### src/verilog/sarc_pkg.sv
/*
  Shared constants and types for the sleep and reset control block.
  Assumes a 32-bit AXI4-Lite register bus and one 250 MHz system clock.
*/
package sarc_pkg;

    localparam logic [31:0] SARC_CLK_HZ = 32'd250_000_000;

    // Register byte addresses
    // Printed offset is a word index; byte address is four times it
    localparam logic [7:0] SARC_IDX_SLEEP_MODE_CONTROL  = 8'h33;
    localparam logic [7:0] SARC_ADDR_SLEEP_MODE_CONTROL = SARC_IDX_SLEEP_MODE_CONTROL << 2;
    localparam logic [7:0] SARC_ADDR_SMC                = SARC_ADDR_SLEEP_MODE_CONTROL;
    localparam logic [7:0] SARC_ADDR_SYSTEM_CONTROL     = 8'hD0;
    localparam logic [7:0] SARC_ADDR_GATE_0             = 8'hD4;
    localparam logic [7:0] SARC_ADDR_GATE_1             = 8'hD8;
    localparam logic [7:0] SARC_ADDR_RESET_STATUS       = 8'hDC;
    localparam logic [7:0] SARC_ADDR_SLEEP_STATUS       = 8'hE0;

    // Field positions
    localparam int SARC_SLEEP_ARM_BIT       = 0;
    localparam int SARC_SLEEP_MODE_LSB      = 1;
    localparam int SARC_BO_OFF_BIT          = 6;
    localparam int SARC_BO_UNLOCK_BIT       = 5;
    localparam int SARC_G0_TWO_WIRE         = 7;
    localparam int SARC_G0_TIMER_2          = 6;
    localparam int SARC_G0_TIMER_0          = 5;
    localparam int SARC_G0_SERIAL_1         = 4;
    localparam int SARC_G0_TIMER_1          = 3;
    localparam int SARC_G0_SPI              = 2;
    localparam int SARC_G0_SERIAL_0         = 1;
    localparam int SARC_G0_CONVERTER        = 0;
    localparam int SARC_G1_TIMER_3          = 0;
    localparam int SARC_RF_POWER_ON         = 0;
    localparam int SARC_RF_EXTERNAL         = 1;
    localparam int SARC_RF_BROWNOUT         = 2;
    localparam int SARC_RF_WATCHDOG         = 3;
    localparam int SARC_RF_SCAN             = 4;

    localparam logic [7:0] SARC_SMC_RESET   = 8'h00;
    localparam logic [7:0] SARC_SMC_MASK    = 8'h0F;
    localparam logic [7:0] SARC_G1_MASK     = 8'h01;
    localparam logic [7:0] SARC_RF_MASK     = 8'h1F;
    localparam logic [7:0] SARC_REG_RESET   = 8'h00;
    localparam logic [4:0] SARC_RF_POR      = 5'h01;

    // Timed unlock and brown-out-off timing, in system clock cycles
    localparam logic [2:0] SARC_UNLOCK_WINDOW = 3'd4;
    localparam logic [2:0] SARC_BO_DELAY      = 3'h3;
    localparam logic [2:0] SARC_BO_HOLD       = 3'h3;

    // Start-up delay choices in microseconds, picked by fuses
    localparam logic [31:0] SARC_TOUT_SHORT_US = 32'd0;
    localparam logic [31:0] SARC_TOUT_MID_US   = 32'd4100;
    localparam logic [31:0] SARC_TOUT_LONG_US  = 32'd65000;
    localparam logic [31:0] SARC_CYC_PER_US    = SARC_CLK_HZ / 32'd1_000_000;

    localparam logic [1:0] SARC_AXI_OKAY   = 2'b00;
    localparam logic [1:0] SARC_AXI_SLVERR = 2'b10;

    typedef enum logic [2:0] {
        SARC_MODE_IDLE      = 3'b000,
        SARC_MODE_NOISE_RED = 3'b001,
        SARC_MODE_PWR_DOWN  = 3'b010,
        SARC_MODE_PWR_SAVE  = 3'b011,
        SARC_MODE_RSVD_4    = 3'b100,
        SARC_MODE_RSVD_5    = 3'b101,
        SARC_MODE_STANDBY   = 3'b110,
        SARC_MODE_EXT_STBY  = 3'b111
    } sarc_mode_type;

    typedef enum logic [2:0] {
        SARC_RST_HOLD  = 3'b001,
        SARC_RST_DELAY = 3'b010,
        SARC_RST_RUN   = 3'b100
    } sarc_rst_state_type;

    typedef struct packed {
        logic gate_two_wire_port;
        logic gate_timer_2;
        logic gate_timer_0;
        logic gate_serial_port_1;
        logic gate_timer_1;
        logic gate_spi_port;
        logic gate_serial_port_0;
        logic gate_converter;
        logic gate_timer_3;
        logic comparator_mux_deny;
    } sarc_gates_type;

    typedef struct packed {
        logic          sleep_active;
        sarc_mode_type sleep_mode;
        logic          brownout_off;
    } sarc_sleep_type;

    typedef struct packed {
        logic power_on;
        logic external_n;
        logic watchdog;
        logic brownout;
        logic scan;
    } sarc_rst_src_type;

    typedef struct packed {
        logic [7:0]         smc;
        logic [7:0]         sysctl;
        logic [7:0]         gate0;
        logic [7:0]         gate1;
        logic [4:0]         rflags;
        logic [2:0]         unlock_cnt;
        logic [2:0]         bo_cnt;
        logic               bo_active;
        logic               bo_sleep_latched;
        logic               sleeping;
        sarc_mode_type      sleep_mode;
        sarc_rst_state_type rst_state;
        logic [31:0]        delay_cnt;
        logic               aw_got;
        logic               w_got;
        logic [7:0]         aw_addr;
        logic [31:0]        w_data;
        logic [3:0]         w_strb;
        logic               bvalid;
        logic [1:0]         bresp;
        logic               rvalid;
        logic [31:0]        rdata;
        logic [1:0]         rresp;
    } sarc_state_type;

endpackage

### src/verilog/sarc_top.sv
/*
  Sleep-mode control, timed brown-out-off unlock, peripheral clock gates
  and reset combining with a start-up delay counter, behind AXI4-Lite.
  Assumes reset sources come from analog or other-domain logic and are
  synchronised here; the async reset output is used by the I/O ports.
*/
`timescale 1ns/1ps

module sarc_top
    import sarc_pkg::*;
#(
    parameter logic [31:0] TOUT_MID_CYCLES  = SARC_TOUT_MID_US * SARC_CYC_PER_US,
    parameter logic [31:0] TOUT_LONG_CYCLES = SARC_TOUT_LONG_US * SARC_CYC_PER_US
) (
    input  wire logic             aclk,
    input  wire logic             aresetn,
    input  wire logic [7:0]       s_axi_awaddr,
    input  wire logic             s_axi_awvalid,
    output      logic             s_axi_awready,
    input  wire logic [31:0]      s_axi_wdata,
    input  wire logic [3:0]       s_axi_wstrb,
    input  wire logic             s_axi_wvalid,
    output      logic             s_axi_wready,
    output      logic [1:0]       s_axi_bresp,
    output      logic             s_axi_bvalid,
    input  wire logic             s_axi_bready,
    input  wire logic [7:0]       s_axi_araddr,
    input  wire logic             s_axi_arvalid,
    output      logic             s_axi_arready,
    output      logic [31:0]      s_axi_rdata,
    output      logic [1:0]       s_axi_rresp,
    output      logic             s_axi_rvalid,
    input  wire logic             s_axi_rready,
    input  wire logic             sleep_instr,
    input  wire logic             timer2_async_select,
    input  wire logic [1:0]       startup_time_fuse,
    input  wire logic [3:0]       clock_select_fuse,
    input  wire sarc_rst_src_type rst_src,
    output      logic             port_reset_async,
    output      logic             internal_reset,
    output      sarc_gates_type   gates,
    output      sarc_sleep_type   sleep_out
);

    sarc_state_type   s_r;
    sarc_state_type   s_nxt;
    sarc_rst_src_type src_meta_r;
    sarc_rst_src_type src_sync_r;
    logic             wdog_prev_r;
    logic             any_src;

    function automatic logic [7:0] apply_strb(input logic [7:0] old_v,
                                              input logic [31:0] data,
                                              input logic [3:0] strb);
        apply_strb = strb[0] ? data[7:0] : old_v;
    endfunction

    function automatic logic [31:0] tout_cycles(input logic [1:0] st_fuse,
                                                input logic [3:0] cs_fuse);
        unique case (st_fuse)
            2'b00:   tout_cycles = SARC_TOUT_SHORT_US * SARC_CYC_PER_US;
            2'b01:   tout_cycles = TOUT_MID_CYCLES;
            default: tout_cycles = (cs_fuse[0]) ? TOUT_MID_CYCLES : TOUT_LONG_CYCLES;
        endcase
    endfunction

    // Any active source asserts the port reset with no clock at all
    assign any_src = rst_src.power_on | ~rst_src.external_n | rst_src.watchdog
                   | rst_src.brownout | rst_src.scan;
    assign port_reset_async = any_src;

    // Two-stage synchronisers on the source levels
    always_ff @(posedge aclk) begin
        if (!aresetn) begin
            src_meta_r  <= '0;
            src_sync_r  <= '0;
            wdog_prev_r <= 1'b0;
        end else begin
            src_meta_r  <= '{power_on: rst_src.power_on, external_n: ~rst_src.external_n,
                             watchdog: rst_src.watchdog, brownout: rst_src.brownout,
                             scan: rst_src.scan};
            src_sync_r  <= src_meta_r;
            wdog_prev_r <= src_sync_r.watchdog;
        end
    end

    always_comb begin
        logic        sync_any;
        logic [31:0] rd;
        logic        wr_fire;
        logic        unlock_req;
        s_nxt      = s_r;
        rd         = '0;
        sync_any   = src_sync_r.power_on | src_sync_r.external_n | src_sync_r.watchdog
                   | src_sync_r.brownout | src_sync_r.scan;
        unlock_req = 1'b0;
        wr_fire    = 1'b0;

        // Reset sequencer: hold while any source, then delay, then run
        unique case (s_r.rst_state)
            SARC_RST_HOLD: begin
                if (!sync_any) begin
                    s_nxt.rst_state = SARC_RST_DELAY;
                    s_nxt.delay_cnt = tout_cycles(startup_time_fuse, clock_select_fuse);
                end
            end
            SARC_RST_DELAY: begin
                if (sync_any) begin
                    s_nxt.rst_state = SARC_RST_HOLD;
                end else if (s_r.delay_cnt == '0) begin
                    s_nxt.rst_state = SARC_RST_RUN;
                end else begin
                    s_nxt.delay_cnt = s_r.delay_cnt - 32'd1;
                end
            end
            SARC_RST_RUN: begin
                if (sync_any) begin
                    s_nxt.rst_state = SARC_RST_HOLD;
                end
            end
            default: s_nxt.rst_state = SARC_RST_HOLD;
        endcase

        // Control registers return to initial values while any synced reset source is active
        if (sync_any) begin
            s_nxt.smc        = SARC_SMC_RESET;
            s_nxt.sysctl     = SARC_REG_RESET;
            s_nxt.gate0      = SARC_REG_RESET;
            s_nxt.gate1      = SARC_REG_RESET;
            s_nxt.bo_active  = 1'b0;
            s_nxt.bo_cnt     = '0;
            s_nxt.unlock_cnt = '0;
            s_nxt.sleeping   = 1'b0;
        end

        // Brown-out-off: three cycles to take effect, three to self-clear
        if (s_r.unlock_cnt != '0) s_nxt.unlock_cnt = s_r.unlock_cnt - 3'd1;
        if (s_r.sysctl[SARC_BO_OFF_BIT]) begin
            if (s_r.bo_cnt == SARC_BO_DELAY + SARC_BO_HOLD - 3'd1) begin
                s_nxt.sysctl[SARC_BO_OFF_BIT] = 1'b0;
                s_nxt.bo_active = 1'b0;
                s_nxt.bo_cnt    = '0;
            end else begin
                s_nxt.bo_cnt = s_r.bo_cnt + 3'd1;
                if (s_r.bo_cnt == SARC_BO_DELAY - 3'd1) s_nxt.bo_active = 1'b1;
            end
        end

        // Sleep entry; wake is any register write or a new reset
        if (sleep_instr && s_r.smc[SARC_SLEEP_ARM_BIT] && !s_r.sleeping) begin
            s_nxt.sleeping          = 1'b1;
            s_nxt.sleep_mode        = sarc_mode_type'(s_r.smc[SARC_SLEEP_MODE_LSB +: 3]);
            s_nxt.bo_sleep_latched  = s_r.bo_active;
        end

        // AXI write channel, either order
        if (s_axi_awvalid && !s_r.aw_got && !s_r.bvalid) begin
            s_nxt.aw_got  = 1'b1;
            s_nxt.aw_addr = s_axi_awaddr;
        end
        if (s_axi_wvalid && !s_r.w_got && !s_r.bvalid) begin
            s_nxt.w_got  = 1'b1;
            s_nxt.w_data = s_axi_wdata;
            s_nxt.w_strb = s_axi_wstrb;
        end
        wr_fire = s_r.aw_got && s_r.w_got;
        if (wr_fire) begin
            s_nxt.aw_got = 1'b0;
            s_nxt.w_got  = 1'b0;
            s_nxt.bvalid = 1'b1;
            s_nxt.bresp  = SARC_AXI_OKAY;
            s_nxt.sleeping = 1'b0;
            unique case (s_r.aw_addr)
                SARC_ADDR_SMC:
                    s_nxt.smc = apply_strb(s_r.smc, s_r.w_data, s_r.w_strb) & SARC_SMC_MASK;
                SARC_ADDR_SYSTEM_CONTROL: begin
                    if (s_r.w_strb[0]) begin
                        // Unlock write opens the window; off bit only via second write
                        if (s_r.w_data[SARC_BO_OFF_BIT] && s_r.w_data[SARC_BO_UNLOCK_BIT]) begin
                            unlock_req = 1'b1;
                        end else if (s_r.w_data[SARC_BO_OFF_BIT] && s_r.unlock_cnt != '0) begin
                            s_nxt.sysctl[SARC_BO_OFF_BIT] = 1'b1;
                            s_nxt.bo_cnt     = '0;
                            s_nxt.unlock_cnt = '0;
                        end
                    end
                end
                SARC_ADDR_GATE_0:
                    s_nxt.gate0 = apply_strb(s_r.gate0, s_r.w_data, s_r.w_strb);
                SARC_ADDR_GATE_1:
                    s_nxt.gate1 = apply_strb(s_r.gate1, s_r.w_data, s_r.w_strb)
                                & SARC_G1_MASK;
                SARC_ADDR_RESET_STATUS: begin
                    // Software may only clear flags; a live source still wins
                    if (s_r.w_strb[0]) s_nxt.rflags = s_r.rflags & s_r.w_data[4:0];
                end
                default: s_nxt.bresp = SARC_AXI_SLVERR;
            endcase
        end
        if (unlock_req) s_nxt.unlock_cnt = SARC_UNLOCK_WINDOW;
        if (s_r.bvalid && s_axi_bready) s_nxt.bvalid = 1'b0;

        // Cause flags after the software clear, so a live set wins
        if (src_sync_r.power_on) begin
            s_nxt.rflags = SARC_RF_POR;
        end else begin
            if (src_sync_r.external_n) s_nxt.rflags[SARC_RF_EXTERNAL] = 1'b1;
            if (src_sync_r.brownout)   s_nxt.rflags[SARC_RF_BROWNOUT] = 1'b1;
            if (src_sync_r.scan)       s_nxt.rflags[SARC_RF_SCAN]     = 1'b1;
        end

        // Watchdog flag set while its synced pulse is high and on its falling edge, after clears
        if (wdog_prev_r && !src_sync_r.watchdog) s_nxt.rflags[SARC_RF_WATCHDOG] = 1'b1;
        if (src_sync_r.watchdog) s_nxt.rflags[SARC_RF_WATCHDOG] = 1'b1;

        // AXI read channel
        if (s_axi_arvalid && !s_r.rvalid) begin
            s_nxt.rvalid = 1'b1;
            s_nxt.rresp  = SARC_AXI_OKAY;
            unique case (s_axi_araddr)
                SARC_ADDR_SMC:            rd = {24'h000000, s_r.smc};
                SARC_ADDR_SYSTEM_CONTROL: rd = {24'h000000, s_r.sysctl};
                SARC_ADDR_GATE_0:         rd = {24'h000000, s_r.gate0};
                SARC_ADDR_GATE_1:         rd = {24'h000000, s_r.gate1};
                SARC_ADDR_RESET_STATUS:   rd = {27'h0, s_r.rflags};
                SARC_ADDR_SLEEP_STATUS:
                    rd = {26'h0, s_r.bo_sleep_latched, s_r.bo_active,
                          s_r.sleep_mode, s_r.sleeping};
                default: s_nxt.rresp = SARC_AXI_SLVERR;
            endcase
            s_nxt.rdata = rd;
        end else if (s_r.rvalid && s_axi_rready) begin
            s_nxt.rvalid = 1'b0;
        end
    end

    always_ff @(posedge aclk) begin
        if (!aresetn) begin
            s_r           <= '0;
            s_r.rst_state <= SARC_RST_HOLD;
            s_r.rflags    <= SARC_RF_POR;
        end else begin
            s_r <= s_nxt;
        end
    end

    assign s_axi_awready = !s_r.aw_got && !s_r.bvalid;
    assign s_axi_wready  = !s_r.w_got && !s_r.bvalid;
    assign s_axi_bvalid  = s_r.bvalid;
    assign s_axi_bresp   = s_r.bresp;
    assign s_axi_arready = !s_r.rvalid;
    assign s_axi_rvalid  = s_r.rvalid;
    assign s_axi_rdata   = s_r.rdata;
    assign s_axi_rresp   = s_r.rresp;

    assign internal_reset = (s_r.rst_state != SARC_RST_RUN);

    // Gated modules keep frozen state; clearing the bit resumes them
    assign gates.gate_two_wire_port  = s_r.gate0[SARC_G0_TWO_WIRE];
    assign gates.gate_timer_2        = s_r.gate0[SARC_G0_TIMER_2]
                                     & ~timer2_async_select;
    assign gates.gate_timer_0        = s_r.gate0[SARC_G0_TIMER_0];
    assign gates.gate_serial_port_1  = s_r.gate0[SARC_G0_SERIAL_1];
    assign gates.gate_timer_1        = s_r.gate0[SARC_G0_TIMER_1];
    assign gates.gate_spi_port       = s_r.gate0[SARC_G0_SPI];
    assign gates.gate_serial_port_0  = s_r.gate0[SARC_G0_SERIAL_0];
    assign gates.gate_converter      = s_r.gate0[SARC_G0_CONVERTER];
    assign gates.gate_timer_3        = s_r.gate1[SARC_G1_TIMER_3];
    assign gates.comparator_mux_deny = s_r.gate0[SARC_G0_CONVERTER];

    assign sleep_out.sleep_active = s_r.sleeping;
    assign sleep_out.sleep_mode   = s_r.sleep_mode;
    assign sleep_out.brownout_off = s_r.sleeping & s_r.bo_sleep_latched;

endmodule

### config.mk
export PLATFORM = sky130hd
export DESIGN_NAME = sarc_top
export DESIGN_NICKNAME = d
export VERILOG_FILES = /design/src/verilog/sarc_pkg.sv /design/src/verilog/sarc_top.sv
export SDC_FILE = /design/constraint.sdc
export NUM_CORES = 1
export LEC_CHECK = 0
export ABC_AREA = 1
export BUFFER_PORTS_ARGS = -buffer_cell sky130_fd_sc_hd__clkbuf_2
export CORE_MARGIN = 3
export CORE_UTILIZATION = 55
export CTS_CLUSTER_SIZE = 24
export DETAILED_ROUTE_END_ITERATION = 10
export GPL_ROUTABILITY_DRIVEN = 0
export GPL_TIMING_DRIVEN = 0
export PLACE_DENSITY_LB_ADDON = 0.1
export SLEW_MARGIN = 20
export SYNTH_ARGS = -nofsm -noshare
export SYNTH_HDL_FRONTEND = slang
export SYNTH_SLANG_ARGS = --single-unit
### constraint.sdc
create_clock -name aclk -period 3.45 [get_ports aclk]
set_input_delay 0.1725 -clock aclk [delete_from_list [all_inputs] [get_ports aclk]]
set_output_delay 0.1725 -clock aclk [all_outputs]
set_load 0.01 [all_outputs]
==> impl_metrics.toml <==
[critical_path]
arrival_ns = 2.35
crit_path_frequent_cell = "nor2_1"
slowest_delay_ns = 0.47
critical_path_depth = 7
cp_max_fo = 9
path_buf_inv = 1
slowest_stage = "o21ai_1"
crit_path_end_kind = "flip-flop"
cp_top_family = "simple AND/OR/NAND/NOR gates"
crit_type = "flip-flop to flip-flop"
reg2regPathDepth = 7
start_kind = "flip-flop"
crit_path_cell_trace = "inv_1 -> nand3_1 -> o21ai_1 -> or2_0 -> o21ai_0 -> nor2_1 -> nor2_1"
crit_required_ns = 3.87

[final_layout]
nNetsFinal = 1131
final_cells = 1204
synthToLayoutAreaGrowth_pct = 23.7
n_antenna_cell = 0
drive_gt1_share_pct = 16.3
final_cell_mix = "nand2_1, nor2_1, dfxtp_1"
final_common_cell = "nand2_1"
fillers = 919

[clocking]
cts_num_sinks = 119
cts_tree = "yes"
clk_latency_ns = 0.53
cts_buffer_depth = 2
cts_setup_buffers = 0
clk_pin_slew_worst_paths_ns = 0.06
cts_htree_levels = 4
cts_root_buf = "clkbuf_8"
cts_buffers = 17

[global_routing]
grt.overflow.total = 0
grt_first_pass_wirelength_um = 27000
grt_pass1_vias = 5672
grt_antenna_before_repair = 0
grt_max_degree = 17
grt_usage_pct = 26.9

[timing]
rsz0062_at_grt = "no"
hold_ws_ns = 0.0657
post-route-min-period_ns = 1.93
hold_viol = 0
setup_ws_ns = 1.52
final.setup.tns_ns = 0
maxSlewViolCount = 0
clock.fmax_mhz = 518
setup_viol = 0
worst_slew_pin_slew_ns = 0.790
max-slew-margin-rel_pct = 47.0
clock_skew_ns = 0.00664
period_share_pct = 56.0

[placed_design]
dp.cells = 1149
dp_hpwl_um = 11500
port_buffers = 72
post-place-ws_ns = 1.38

[die]
placementRows = 37
core_area_um2 = 10500
ioPinCount = 130
die_area_um2 = 12300
initial_core_util_pct = 57.7
fp.dieH_um = 111
die_w_um = 111

[routing]
routed_wl_um = 16000
vias = 6117
drc = 0
viasPerCell = 5.08
drtAntennaViolNets = 0
dr.pass1.iters = 9
first_iter_violations = 514
routedWlPerCell_um = 13.3

[yosys]
yosysTopAreaCell = "dfxtp_1"
ys_seq_elements = 119
synth_edf_count = 0
yosysTopAreaCellShare_pct = 39.3
synth_area_leaders = "dfxtp_1, nand2_1, nor2_1"
yosysWarnings = 0
synth_top_flop_cell = "dfxtp_1"
syn_area_per_cell_um2 = 6.62
yosysSeqAreaShare_pct = 39.3
ys_async_sr_fraction_pct = 0
netlist_instances = 916
synth.cell_area_um2 = 6070
ys_types = 44

[flow_run]
maxCapViolations = 0

[min_path]
whs_path_depth = 3
hold_path_class = "input port to flip-flop"

[pwr]
irDropWorstVdd_mv = 0.527
p_per_area_nw_per_um2 = 553
power_w = 0.00415
power.leakage_nw = 3.57

[status]
outcome = "complete, no violations"
==> layer usage <==
layer | vias to the layer above | track usage [%] | part of all wire (%)
li1 | 3136 | - | -
met4 | 0 | 8.84 | 1.7
met1 | 2706 | 36.0 | 44
met3 | 28 | 6.33 | 8.6
met2 | 247 | 43.0 | 45
met5 | - | 0 | 0
==> stage by stage <==
step / utilization [%] / area [um2]
after floorplan: - / 6160
after global placement: 63.7 / 6690
after detailed placement: 63.7 / 6690
after CTS: 71.4 / 7510
after global routing: 71.4 / 7510
final: 71.4 / 7510
==> report_power, final <==
group,leakage [nW],internal (W),total [W],switching (W)
Sequential,0.972,0.00147,0.00156,0.0000845
Combinational,2.32,0.000304,0.000852,0.000548
Clock,0.276,0.00104,0.00174,0.000696
==> synthesized netlist by cell type (2+ instances only) <==
master    count
buf_2         6
dfxtp_1     119
nor3_1       14
xor2_1        5
o211ai_1      2
buf_6         2
nor2_1      165
nor3b_1       3
nor2_2        4
clkbuf_1     13
o21ai_0      61
nand3_1      55
ha_1          4
a211oi_1      3
nand4_1      11
inv_1       101
buf_4        49
nand2_1     206
a21oi_1      67
xnor2_1       2
==> logic make-up after synthesis <==
logic type               after synthesis  share of synthesized area, %
AO/OA/AOI/OAI                        143                          12.5
other                                  1                        0.0618
buffers and inverters                174                          14.2
flip-flops                           119                          39.3
adder cells (fa/ha/maj)                4                         0.825
XOR/XNOR                               7                          1.01
AND/OR/NAND/NOR                      468                          32.1
==> flip-flops by register name, indices dropped and copies added, names as in the netlist <==
register      cells
s_r              84
sleep_out         4
wdog_prev_r       1
s_axi_rdata       8
s_axi_bresp       1
gates             8
s_axi_bvalid      1
src_meta_r        5
s_axi_rresp       1
src_sync_r        5
s_axi_rvalid      1
==> worst min-delay path, stage by stage <==
cell,delay (ns)
clkbuf_2,0.07
o21ai_0,0.17
a21oi_1,0.15
==> area by class of cell <==
type                       count  area, um2  area share, %
sequential                   119       2380           31.7
timing repair buffer          95        591           7.87
tap                          136        170           2.27
multi-input combinational    648       2920           38.9
buffer                        71        473           6.30
inverter                     103        389           5.18
clock inverter                15        170           2.27
clock buffer                  17        414           5.52
==> final timing paths <==
kind / from / endpoint / slack (ns)
setup / recovery: s_r[118] / s_r[103] / 1.52
hold / removal: s_axi_wdata[3] / s_r[45] / 0.07
setup reg to reg: s_r[118] / s_r[103] / 1.52
hold reg to reg: src_meta_r[3] / src_sync_r[3] / 0.41
==> what timing repair did <==
item                      4_1_cts  5_1_grt
hold buffers                   23        0
hold endpoints to repair       23        0
resized for setup               0        0
No activity file was read; power rests on OpenSTA's default activity.
